<file path="config.mk">
export PLATFORM = sky130hd
export DESIGN_NAME = manual_fire_softkey_io_ctrl
export DESIGN_NICKNAME = d
export VERILOG_FILES = /design/src/core/manual_fire_softkey_io_pkg.sv /design/src/core/ms_tick_gen.sv /design/src/core/manual_fire_softkey_io_ctrl.sv
export SDC_FILE = /design/constraint.sdc
export NUM_CORES = 1
export LEC_CHECK = 0
export ABC_AREA = 1
export BUFFER_PORTS_ARGS = -buffer_cell sky130_fd_sc_hd__buf_2
export CORE_AREA = 2 2 266 268
export CTS_CLUSTER_SIZE = 40
export DETAILED_ROUTE_END_ITERATION = 12
export DIE_AREA = 0 0 268 270
export PLACE_DENSITY = 0.69
export SETUP_SLACK_MARGIN = 0.05
export SLEW_MARGIN = 15
export SYNTH_ARGS = -nofsm -noshare
export SYNTH_HDL_FRONTEND = slang
export SYNTH_SLANG_ARGS = --single-unit
</file>
<file path="constraint.sdc">
create_clock -name REF_CLK_I -period 3.2 [get_ports REF_CLK_I]
set_input_delay 0.16 -clock REF_CLK_I [delete_from_list [all_inputs] [get_ports REF_CLK_I]]
set_output_delay 0.16 -clock REF_CLK_I [all_outputs]
set_load 0.005 [all_outputs]
</file>
<file path="src/core/manual_fire_softkey_io_pkg.sv">
// Constants, register map and field layout of the trigger pin controller
// Functional notes
// - Configured input action runs only after a recognised high pulse on the trigger input.
// - Pulse must stay high the minimum width: zero means 5 ms, else 1-60 ms.
// - Action none ignores pin pulses; remote trigger commands still work.
// - Action output drives output enable to the configured status.
// - Action settings copies stored user voltage and frequency to active settings.
// - Action preset loads the preset slot chosen by index zero to nine.
// - Action transient issues a start request to the transient event generator.
// - Trigger configuration has no effect in simulation or sequence test modes.
// - Source none: no internal event fires the output pin; remote requests still do.
// - Source output: pin fires when output enable turns on or off.
// - Source settings: pin fires when active settings change.
// - Source preset: pin fires when a preset is loaded or saved.
// - Source all: pin fires on settings, preset or output state change.
// - Width 1 to 60 ms: pin high for exactly that width, then released; an event during the pulse restarts the count and lengthens it.
// - Width zero: pin held at configured level while source condition is true.
// - Output level setting ignored when output width is 1 to 60 ms.
// - Ten preset slots zero to nine, loadable, reporting load and save events.
package manual_fire_softkey_io_pkg;

	// ****************************************************************
	// Timing
	// ****************************************************************
	localparam int unsigned CLK_HZ        = 20_000_000;
	localparam int unsigned MS_PER_S      = 1000;
	localparam int unsigned MS_CYCLES     = CLK_HZ / MS_PER_S;
	localparam logic [5:0]  IN_WIDTH_DFLT = 6'h05;
	localparam logic [5:0]  WIDTH_MAX     = 6'h3c;

	// ****************************************************************
	// Register bus
	// ****************************************************************
	localparam int unsigned AW = 8;
	localparam int unsigned DW = 32;
	localparam int unsigned VW = 16;
	localparam logic [AW-1:0] REG_IN_CFG  = 8'h00;
	localparam logic [AW-1:0] REG_OUT_CFG = 8'h04;
	localparam logic [AW-1:0] REG_USER_V  = 8'h08;
	localparam logic [AW-1:0] REG_USER_F  = 8'h0c;
	localparam logic [AW-1:0] REG_OUT_CTL = 8'h10;
	localparam logic [AW-1:0] REG_ACT_V   = 8'h14;
	localparam logic [AW-1:0] REG_ACT_F   = 8'h18;
	localparam logic [AW-1:0] REG_MODE    = 8'h1c;
	localparam logic [AW-1:0] REG_CMD     = 8'h20;
	localparam logic [AW-1:0] REG_STATUS  = 8'h24;

	// ****************************************************************
	// Fields
	// ****************************************************************
	localparam int unsigned F_ACTION  = 0;
	localparam int unsigned F_WIDTH   = 3;
	localparam int unsigned F_STATUS  = 9;
	localparam int unsigned F_INDEX   = 10;
	localparam int unsigned F_LEVEL   = 9;
	localparam int unsigned F_MODE_SIM = 0;
	localparam int unsigned F_MODE_SEQ = 1;
	localparam int unsigned C_TRANS   = 0;
	localparam int unsigned C_OUTTRG  = 1;
	localparam int unsigned C_SAVE    = 2;
	localparam int unsigned C_LOAD    = 3;
	localparam int unsigned C_CLRCOND = 4;
	localparam int unsigned C_SLOT    = 8;

	// ****************************************************************
	// Codes and reset values
	// ****************************************************************
	localparam logic [2:0] ACT_NONE    = 3'h0;
	localparam logic [2:0] ACT_OUTPUT  = 3'h1;
	localparam logic [2:0] ACT_SETTING = 3'h2;
	localparam logic [2:0] ACT_PRESET  = 3'h3;
	localparam logic [2:0] ACT_TRANS   = 3'h4;
	localparam logic [2:0] SRC_NONE    = 3'h0;
	localparam logic [2:0] SRC_OUTPUT  = 3'h1;
	localparam logic [2:0] SRC_SETTING = 3'h2;
	localparam logic [2:0] SRC_PRESET  = 3'h3;
	localparam logic [2:0] SRC_ALL     = 3'h4;
	localparam int unsigned NSLOT      = 10;
	localparam logic [3:0] SLOT_LAST   = 4'h9;
	localparam logic [VW-1:0] V_RST    = 16'h0000;
	localparam logic [VW-1:0] F_RST    = 16'h0000;

	typedef enum logic [1:0] {Q_IDLE, Q_MEASURE, Q_WAIT_LOW} qual_e;
	typedef enum logic       {P_IDLE, P_PULSE} pulse_e;

endpackage : manual_fire_softkey_io_pkg

</file>
<file path="src/core/ms_tick_gen.sv">
// Millisecond tick divider with synchronous restart
`timescale 1ns/1ps
`default_nettype none
module ms_tick_gen #(
	parameter int unsigned CYCLES = 20000
) (
	input  wire logic clk_i,
	input  wire logic nrst_i,
	input  wire logic clear_i,
	output logic      tick_o
);

	localparam int unsigned CW = $clog2(CYCLES);

	typedef struct packed {
		logic [CW-1:0] cnt;
		logic          tick;
	} tick_s;

	tick_s st;
	tick_s next_st;

	// Restart loads one: the tick is registered, so every ms is exactly CYCLES long
	always_comb begin
		next_st = st;
		next_st.tick = 1'b0;
		if (clear_i) begin
			next_st.cnt = CW'(1);
		end else if (st.cnt == CW'(CYCLES - 1)) begin
			next_st.cnt = '0;
			next_st.tick = 1'b1;
		end else begin
			next_st.cnt = st.cnt + CW'(1);
		end
	end

	always_ff @(posedge clk_i or negedge nrst_i) begin
		if (!nrst_i) begin
			st <= '0;
		end else begin
			st <= next_st;
		end
	end

	assign tick_o = st.tick;

endmodule : ms_tick_gen
`default_nettype wire

</file>
<file path="src/core/manual_fire_softkey_io_ctrl.sv">
// Trigger input qualification, trigger actions, preset slots and trigger output pin
`timescale 1ns/1ps
`default_nettype none
module manual_fire_softkey_io_ctrl #(
	parameter int unsigned MS_CYC = manual_fire_softkey_io_pkg::MS_CYCLES
) (
	input  wire logic                      REF_CLK_I,
	input  wire logic                      NRST_I,
	input  wire logic                      MANUAL_FIRE_SOFTKEY_IN_I,
	input  wire logic [manual_fire_softkey_io_pkg::AW-1:0] ADDR_I,
	input  wire logic [manual_fire_softkey_io_pkg::DW-1:0] WDATA_I,
	input  wire logic                      WR_I,
	input  wire logic                      RD_I,
	output logic      [manual_fire_softkey_io_pkg::DW-1:0] RDATA_O,
	output logic                           MANUAL_FIRE_SOFTKEY_OUT_O,
	output logic                           OUTPUT_EN_O,
	output logic      [manual_fire_softkey_io_pkg::VW-1:0] VOLT_O,
	output logic      [manual_fire_softkey_io_pkg::VW-1:0] FREQ_O,
	output logic                           TRANSIENT_START_O,
	output logic                           PRESET_LOAD_O,
	output logic                           PRESET_SAVE_O
);
	import manual_fire_softkey_io_pkg::*;

	// ****************************************************************
	// State
	// ****************************************************************
	typedef struct packed {
		logic [1:0]              sync;
		qual_e                   qual;
		logic [5:0]              in_ms;
		pulse_e                  pst;
		logic [5:0]              out_ms;
		logic                    cond;
		logic [2:0]              action;
		logic [5:0]              in_width;
		logic                    status;
		logic [3:0]              index;
		logic [2:0]              source;
		logic [5:0]              out_width;
		logic                    level;
		logic [VW-1:0]           user_v;
		logic [VW-1:0]           user_f;
		logic                    out_en;
		logic [VW-1:0]           act_v;
		logic [VW-1:0]           act_f;
		logic                    sim;
		logic                    seq;
		logic [NSLOT-1:0][VW-1:0] pre_v;
		logic [NSLOT-1:0][VW-1:0] pre_f;
		logic                    pin;
		logic                    trans;
		logic                    load_ev;
		logic                    save_ev;
		logic [DW-1:0]           rdata;
	} ctrl_s;

	ctrl_s st;
	ctrl_s next_st;

	logic in_tick;
	logic out_tick;
	logic in_clear;
	logic out_clear;

	// One divider per pin, so input and output timing restart independently

	// ****************************************************************
	// Helpers
	// ****************************************************************
	// Widths above the range clamp to 60 ms instead of wrapping
	function automatic logic [5:0] clamp_width(input logic [5:0] w);
		clamp_width = (w > WIDTH_MAX) ? WIDTH_MAX : w;
	endfunction : clamp_width

	// Slot numbers above nine are ignored, never aliased
	function automatic logic slot_ok(input logic [3:0] s);
		slot_ok = (s <= SLOT_LAST);
	endfunction : slot_ok

	// ****************************************************************
	// Tick dividers
	// ****************************************************************
	ms_tick_gen #(
		.CYCLES (MS_CYC)
	) u_in_tick (
		.clk_i   (REF_CLK_I),
		.nrst_i  (NRST_I),
		.clear_i (in_clear),
		.tick_o  (in_tick)
	);

	ms_tick_gen #(
		.CYCLES (MS_CYC)
	) u_out_tick (
		.clk_i   (REF_CLK_I),
		.nrst_i  (NRST_I),
		.clear_i (out_clear),
		.tick_o  (out_tick)
	);

	// ****************************************************************
	// Next state
	// ****************************************************************
	always_comb begin
		logic       test_mode;
		logic       fire;
		logic [5:0] in_target;
		logic [5:0] ow;
		logic       ev_out;
		logic       ev_set;
		logic       ev_pre;
		logic       activate;
		logic       wr_cmd;
		logic [3:0] cmd_slot;
		test_mode = 1'b0;
		fire = 1'b0;
		in_target = '0;
		ow = '0;
		ev_out = 1'b0;
		ev_set = 1'b0;
		ev_pre = 1'b0;
		activate = 1'b0;
		wr_cmd = 1'b0;
		cmd_slot = '0;
		next_st = st;
		next_st.trans = 1'b0;
		next_st.load_ev = 1'b0;
		next_st.save_ev = 1'b0;
		in_clear = 1'b0;
		out_clear = 1'b0;

		test_mode = st.sim | st.seq;
		next_st.sync = {st.sync[0], MANUAL_FIRE_SOFTKEY_IN_I};

		// Input pulse qualification
		// Waiting for the pin to drop makes a held pin fire only once
		in_target = (st.in_width == 6'h00) ? IN_WIDTH_DFLT : clamp_width(st.in_width);
		unique case (st.qual)
			Q_IDLE: begin
				in_clear = 1'b1;
				next_st.in_ms = '0;
				if (st.sync[1]) begin
					next_st.qual = Q_MEASURE;
				end
			end
			Q_MEASURE: begin
				if (!st.sync[1]) begin
					next_st.qual = Q_IDLE;
				end else if (in_tick) begin
					next_st.in_ms = st.in_ms + 6'h01;
					if (st.in_ms + 6'h01 >= in_target) begin
						fire = 1'b1;
						next_st.qual = Q_WAIT_LOW;
					end
				end
			end
			Q_WAIT_LOW: begin
				if (!st.sync[1]) begin
					next_st.qual = Q_IDLE;
				end
			end
		endcase

		// Pin actions, blocked in the test modes
		// Unused action codes behave like none
		if (fire && !test_mode) begin
			unique case (st.action)
				ACT_OUTPUT: next_st.out_en = st.status;
				ACT_SETTING: begin
					next_st.act_v = st.user_v;
					next_st.act_f = st.user_f;
				end
				ACT_PRESET: begin
					if (slot_ok(st.index)) begin
						next_st.act_v = st.pre_v[st.index];
						next_st.act_f = st.pre_f[st.index];
						next_st.load_ev = 1'b1;
					end
				end
				ACT_TRANS: next_st.trans = 1'b1;
				default: ;
			endcase
		end

		// Register writes
		// Writes follow pin actions, so software wins a same-cycle clash
		if (WR_I) begin
			unique case (ADDR_I)
				REG_IN_CFG: begin
					next_st.action = WDATA_I[F_ACTION +: 3];
					next_st.in_width = WDATA_I[F_WIDTH +: 6];
					next_st.status = WDATA_I[F_STATUS];
					next_st.index = WDATA_I[F_INDEX +: 4];
				end
				REG_OUT_CFG: begin
					next_st.source = WDATA_I[F_ACTION +: 3];
					next_st.out_width = WDATA_I[F_WIDTH +: 6];
					next_st.level = WDATA_I[F_LEVEL];
				end
				REG_USER_V: next_st.user_v = WDATA_I[VW-1:0];
				REG_USER_F: next_st.user_f = WDATA_I[VW-1:0];
				REG_OUT_CTL: next_st.out_en = WDATA_I[0];
				REG_ACT_V: next_st.act_v = WDATA_I[VW-1:0];
				REG_ACT_F: next_st.act_f = WDATA_I[VW-1:0];
				REG_MODE: begin
					next_st.sim = WDATA_I[F_MODE_SIM];
					next_st.seq = WDATA_I[F_MODE_SEQ];
				end
				REG_CMD: wr_cmd = 1'b1;
				default: ;
			endcase
		end

		// Remote commands work whatever the pin setup says
		// Save wins over load when both bits are set
		cmd_slot = WDATA_I[C_SLOT +: 4];
		if (wr_cmd) begin
			if (WDATA_I[C_TRANS]) begin
				next_st.trans = 1'b1;
			end
			if (WDATA_I[C_SAVE] && slot_ok(cmd_slot)) begin
				next_st.pre_v[cmd_slot] = st.act_v;
				next_st.pre_f[cmd_slot] = st.act_f;
				next_st.save_ev = 1'b1;
			end else if (WDATA_I[C_LOAD] && slot_ok(cmd_slot)) begin
				next_st.act_v = st.pre_v[cmd_slot];
				next_st.act_f = st.pre_f[cmd_slot];
				next_st.load_ev = 1'b1;
			end
		end

		// Output source events
		// Next state is compared with present, so rewriting equal data is silent
		ev_out = (next_st.out_en != st.out_en);
		ev_set = (next_st.act_v != st.act_v) || (next_st.act_f != st.act_f);
		ev_pre = next_st.load_ev | next_st.save_ev;
		if (!test_mode) begin
			unique case (st.source)
				SRC_OUTPUT: activate = ev_out;
				SRC_SETTING: activate = ev_set;
				SRC_PRESET: activate = ev_pre;
				SRC_ALL: activate = ev_out | ev_set | ev_pre;
				default: activate = 1'b0;
			endcase
		end
		if (wr_cmd && WDATA_I[C_OUTTRG]) begin
			activate = 1'b1;
		end

		// Condition flag: a new event wins over a clear in the same cycle
		next_st.cond = (st.cond & ~(wr_cmd & WDATA_I[C_CLRCOND])) | activate;

		// Output pin
		// A retrigger restarts the count: close events merge into one long pulse
		ow = clamp_width(st.out_width);
		if (ow == 6'h00) begin
			next_st.pst = P_IDLE;
			next_st.out_ms = '0;
			next_st.pin = next_st.cond ? st.level : ~st.level;
		end else begin
			unique case (st.pst)
				P_IDLE: begin
					next_st.pin = 1'b0;
					if (activate) begin
						out_clear = 1'b1;
						next_st.out_ms = '0;
						next_st.pst = P_PULSE;
						next_st.pin = 1'b1;
					end
				end
				P_PULSE: begin
					if (activate) begin
						out_clear = 1'b1;
						next_st.out_ms = '0;
					end else if (out_tick) begin
						next_st.out_ms = st.out_ms + 6'h01;
						if (st.out_ms + 6'h01 >= ow) begin
							next_st.pst = P_IDLE;
							next_st.pin = 1'b0;
						end
					end
				end
			endcase
		end

		// Read data, valid only in the cycle after the strobe
		next_st.rdata = '0;
		if (RD_I) begin
			unique case (ADDR_I)
				REG_IN_CFG: begin
					next_st.rdata[F_ACTION +: 3] = st.action;
					next_st.rdata[F_WIDTH +: 6] = st.in_width;
					next_st.rdata[F_STATUS] = st.status;
					next_st.rdata[F_INDEX +: 4] = st.index;
				end
				REG_OUT_CFG: begin
					next_st.rdata[F_ACTION +: 3] = st.source;
					next_st.rdata[F_WIDTH +: 6] = st.out_width;
					next_st.rdata[F_LEVEL] = st.level;
				end
				REG_USER_V: next_st.rdata[VW-1:0] = st.user_v;
				REG_USER_F: next_st.rdata[VW-1:0] = st.user_f;
				REG_OUT_CTL: next_st.rdata[0] = st.out_en;
				REG_ACT_V: next_st.rdata[VW-1:0] = st.act_v;
				REG_ACT_F: next_st.rdata[VW-1:0] = st.act_f;
				REG_MODE: begin
					next_st.rdata[F_MODE_SIM] = st.sim;
					next_st.rdata[F_MODE_SEQ] = st.seq;
				end
				REG_STATUS: begin
					next_st.rdata[0] = st.pin;
					next_st.rdata[1] = st.cond;
					next_st.rdata[2] = st.sync[1];
					next_st.rdata[3] = (st.qual != Q_IDLE);
				end
				default: next_st.rdata = '0;
			endcase
		end
	end

	// ****************************************************************
	// Registers
	// ****************************************************************
	// Reset clears every field, the preset slots included
	always_ff @(posedge REF_CLK_I or negedge NRST_I) begin
		if (!NRST_I) begin
			st <= '0;
		end else begin
			st <= next_st;
		end
	end

	assign RDATA_O = st.rdata;
	assign MANUAL_FIRE_SOFTKEY_OUT_O = st.pin;
	assign OUTPUT_EN_O = st.out_en;
	assign VOLT_O = st.act_v;
	assign FREQ_O = st.act_f;
	assign TRANSIENT_START_O = st.trans;
	assign PRESET_LOAD_O = st.load_ev;
	assign PRESET_SAVE_O = st.save_ev;

endmodule : manual_fire_softkey_io_ctrl
`default_nettype wire

</file>
==> flow_metrics.tcl <==
set metrics [dict create \
    grt_pass1_vias 25200 \
    place.gp.congestion 0.945 \
    ys_async_sr_fraction 1.00 \
    maxCapViolCount 0 \
    clockPowerShare 0.437 \
    slowest_stage "dfrtp_1" \
    synth_fa_ha_area_frac 0.00864 \
    slew_viol_final 0 \
    syn_to_final_growth_pct 15.9 \
    firstDrtPassIters 7 \
    ir_drop_v 0.000409 \
    seq_power_share 0.442 \
    drive_gt1_frac 0.124 \
    cts_buffers 52 \
    power.leakage_nw 15.2 \
    clock_latency_ps 610 \
    switching_power_mw 3.89 \
    synthesis.area_um2 27500 \
    diodes 0 \
    yosys.area_share.simple 0.274 \
    p_int_mw 10.6 \
    period_share 1.18 \
    io_pins 114 \
    synth_compound_area_frac 0.154 \
    rows 97 \
    power_frac_comb 0.121 \
    dr.first_iter.drc_count 3549 \
    synth_xor_area_frac 0.00541 \
    cts_root_buffer "clkbuf_16" \
    ys_warn_count 0 \
    grt_pass1_wl_um 146000 \
    crit_type "reg -> reg" \
    final_common_cell "nand2_1" \
    core_region_area_um2 69500 \
    rsz0062_at_grt "true" \
    grt_max_degree 121 \
    final.setup.worst_slack_ps -585 \
    place_hpwl_um 61600 \
    yosysTopAreaCellShare 0.437 \
    setup_viol 25 \
    drcViolationCount 0 \
    hold_viol_final 0 \
    violations "setup timing" \
    vias 26700 \
    holdWs_ps 44.9 \
    switching_share 0.269 \
    hold_class "in -> reg" \
    post_drt_wl_per_cell_um 19.2 \
    die_h_um 270 \
    viasPerCell 5.46 \
    syn_inst 3861 \
    fmax_mhz 264 \
    cts_max_level 2 \
    synth-edff-count 0 \
    synth_top_area_cell "dfrtp_1" \
    outcome "finished, violations left" \
    antenna_found_initial 1 \
    routed_wl_um 94100 \
    start_kind "register" \
    crit_required_ps 3660 \
    crit_arrival_ps 4250 \
    port_buffers 81 \
    fillers 6845 \
    yosys_most_used_dff "dfrtp_1" \
    syn_area_per_cell_um2 7.13 \
    start_util 0.396 \
    muxShareOfSynthArea 0 \
    synth_top_family_by_area "simple AND/OR/NAND/NOR gates" \
    clkTransAtPathRegs_ps 60 \
    nNetsFinal 3981 \
    ys_seq_area_frac 0.437 \
    power_density_nw_per_um2 453 \
    crit_fanout 7 \
    layout_common_cells "nand2_1, o21ai_0, dfrtp_1, inv_1, nand3_1" \
    cts_tree "built" \
    fin_skew_ps 25.3 \
    die_w_um 268 \
    yosysUniqueCellTypes 57 \
    cpMostUsedCell "nand2_1" \
    grt_use_total 0.258 \
    endpoint_kind "register" \
    maxSlewHeadroom 0.268 \
    max_stage_delay_ps 410 \
    grt_overflow 0 \
    antenna_left 0 \
    fin_crit_ps 3790 \
    synth.area.top_cells "dfrtp_1, nand2_1, o21ai_0" \
    cts_sinks 481 \
    tightest_slew_ps 1100 \
    ys_ff_latch 481 \
    final_core_util 0.459 \
    cts_max_path_buffers 3 \
    dieArea_um2 72400 \
]
## metal layers
metal | part of all wire | GRT usage
met1 | 0.41 | 0.358
met2 | 0.44 | 0.390
met3 | 0.10 | 0.0455
met4 | 0.047 | 0.119
met5 | 0.00015 | 0
## synthesized netlist by cell type (7+ instances only)
cell type  number
inv_1         436
o22ai_1        77
a22oi_1        33
buf_4          80
o2111ai_1      32
nand4_1        10
clkbuf_1      133
a221oi_1       11
xor2_1         13
nor3_1         18
nand2_2        12
o21ai_1        29
buf_6          11
dfrtp_1       481
o21ai_0       490
a21oi_1        51
nand2_1      1379
inv_2          19
ha_1           19
nor2_2         15
a211oi_1        7
buf_2          68
nor4_1          7
nor2_1         94
nand3_1       265
## worst max-delay path: cells and delay by family, from the launching register on
kind,cells,cell delay (ps)
AOI/OAI and AO/OA,2,260
buffers and inverters,4,500
adders and majority gates,2,500
DFF,1,410
and+or+nand+nor,21,1800
xor gates and xnor gates,1,200
## per-stage QoR
step	worst slack (ps)	cells	total power, mW	TNS, ps	area [µm²]
2_1_floorplan	66.3	3876	7.39	0	27600
3_3_place_gp	-393	4777	8.12	-7930	29600
3_5_place_dp	-439	4777	8.15	-8500	29600
4_1_cts	-341	4885	14.5	-7170	31600
5_1_grt	-746	4893	15.0	-17210	31900
6_report	-585	4893	14.5	-13000	31900
## flip-flops by register name (all words and copies together) (netlist names)
name	cells
RDATA_O	16
u_out_tick.st	15
u_in_tick.tick_o	1
next_st	1
VOLT_O	16
PRESET_LOAD_O	1
OUTPUT_EN_O	1
u_out_tick.tick_o	1
FREQ_O	16
st	395
MANUAL_FIRE_SOFTKEY_OUT_O	1
u_in_tick.st	15
PRESET_SAVE_O	1
TRANSIENT_START_O	1
## final timing paths
path	start	to	slack, ps	cells after the start
worst min-delay path	WDATA_I[1]	st[392]	40	3
max in group asynchronous	NRST_I	st[423]	2060	3
worst max-delay path	st[455]	st[454]	-590	30
worst max register to register	st[455]	st[454]	-590	30
min in group asynchronous	NRST_I	st[269]	70	2
worst min register to register	next_st[464]	st[464]	350	0
## power by group through the flow
stage | logic [mW] | clock network, mW | registers (mW)
after floorplan | 0.952 | 0 | 6.44
after global placement | 1.63 | 0 | 6.49
after detailed placement | 1.66 | 0 | 6.49
after CTS | 1.69 | 6.39 | 6.38
after global routing | 1.92 | 6.66 | 6.40
final | 1.75 | 6.31 | 6.39
## cell type report
class                           instances  area, µm²  area share
Inverter                              459       1750      0.0548
Tap cell                              940       1180      0.0369
Clock inverter                         19        248     0.00777
Clock buffer                           71       1510      0.0475
Timing Repair inverter                  1       11.3    0.000353
Timing Repair Buffer                  281       2650      0.0830
Multi-Input combinational cell       2641      12500       0.392
Sequential cell                       481      12000       0.378
## cell families (layout without fill, tap and decap cells)
| family | Yosys count | in the layout |
|---|---|---|
| AND/OR/NAND/NOR | 1829 | 1829 |
| AO/OA/AOI/OAI | 760 | 760 |
| buffers and inverters | 754 | 831 |
| flip-flops | 481 | 481 |
| adder cells (fa/ha/maj) | 19 | 19 |
| XOR/XNOR | 17 | 17 |
| other | 1 | 16 |
## timing repair
action | 4_1_cts | 5_1_grt
pin swaps | 7 | 18
gates cloned | 2 | 4
buffers inserted | 3 | 4
endpoints found under the hold margin | 321 | 0
endpoints found under the setup margin | 25 | 25
hold buffers | 13 | 0
gates resized for setup | 21 | 48
Note: power is estimated with default switching activity, not from simulation.
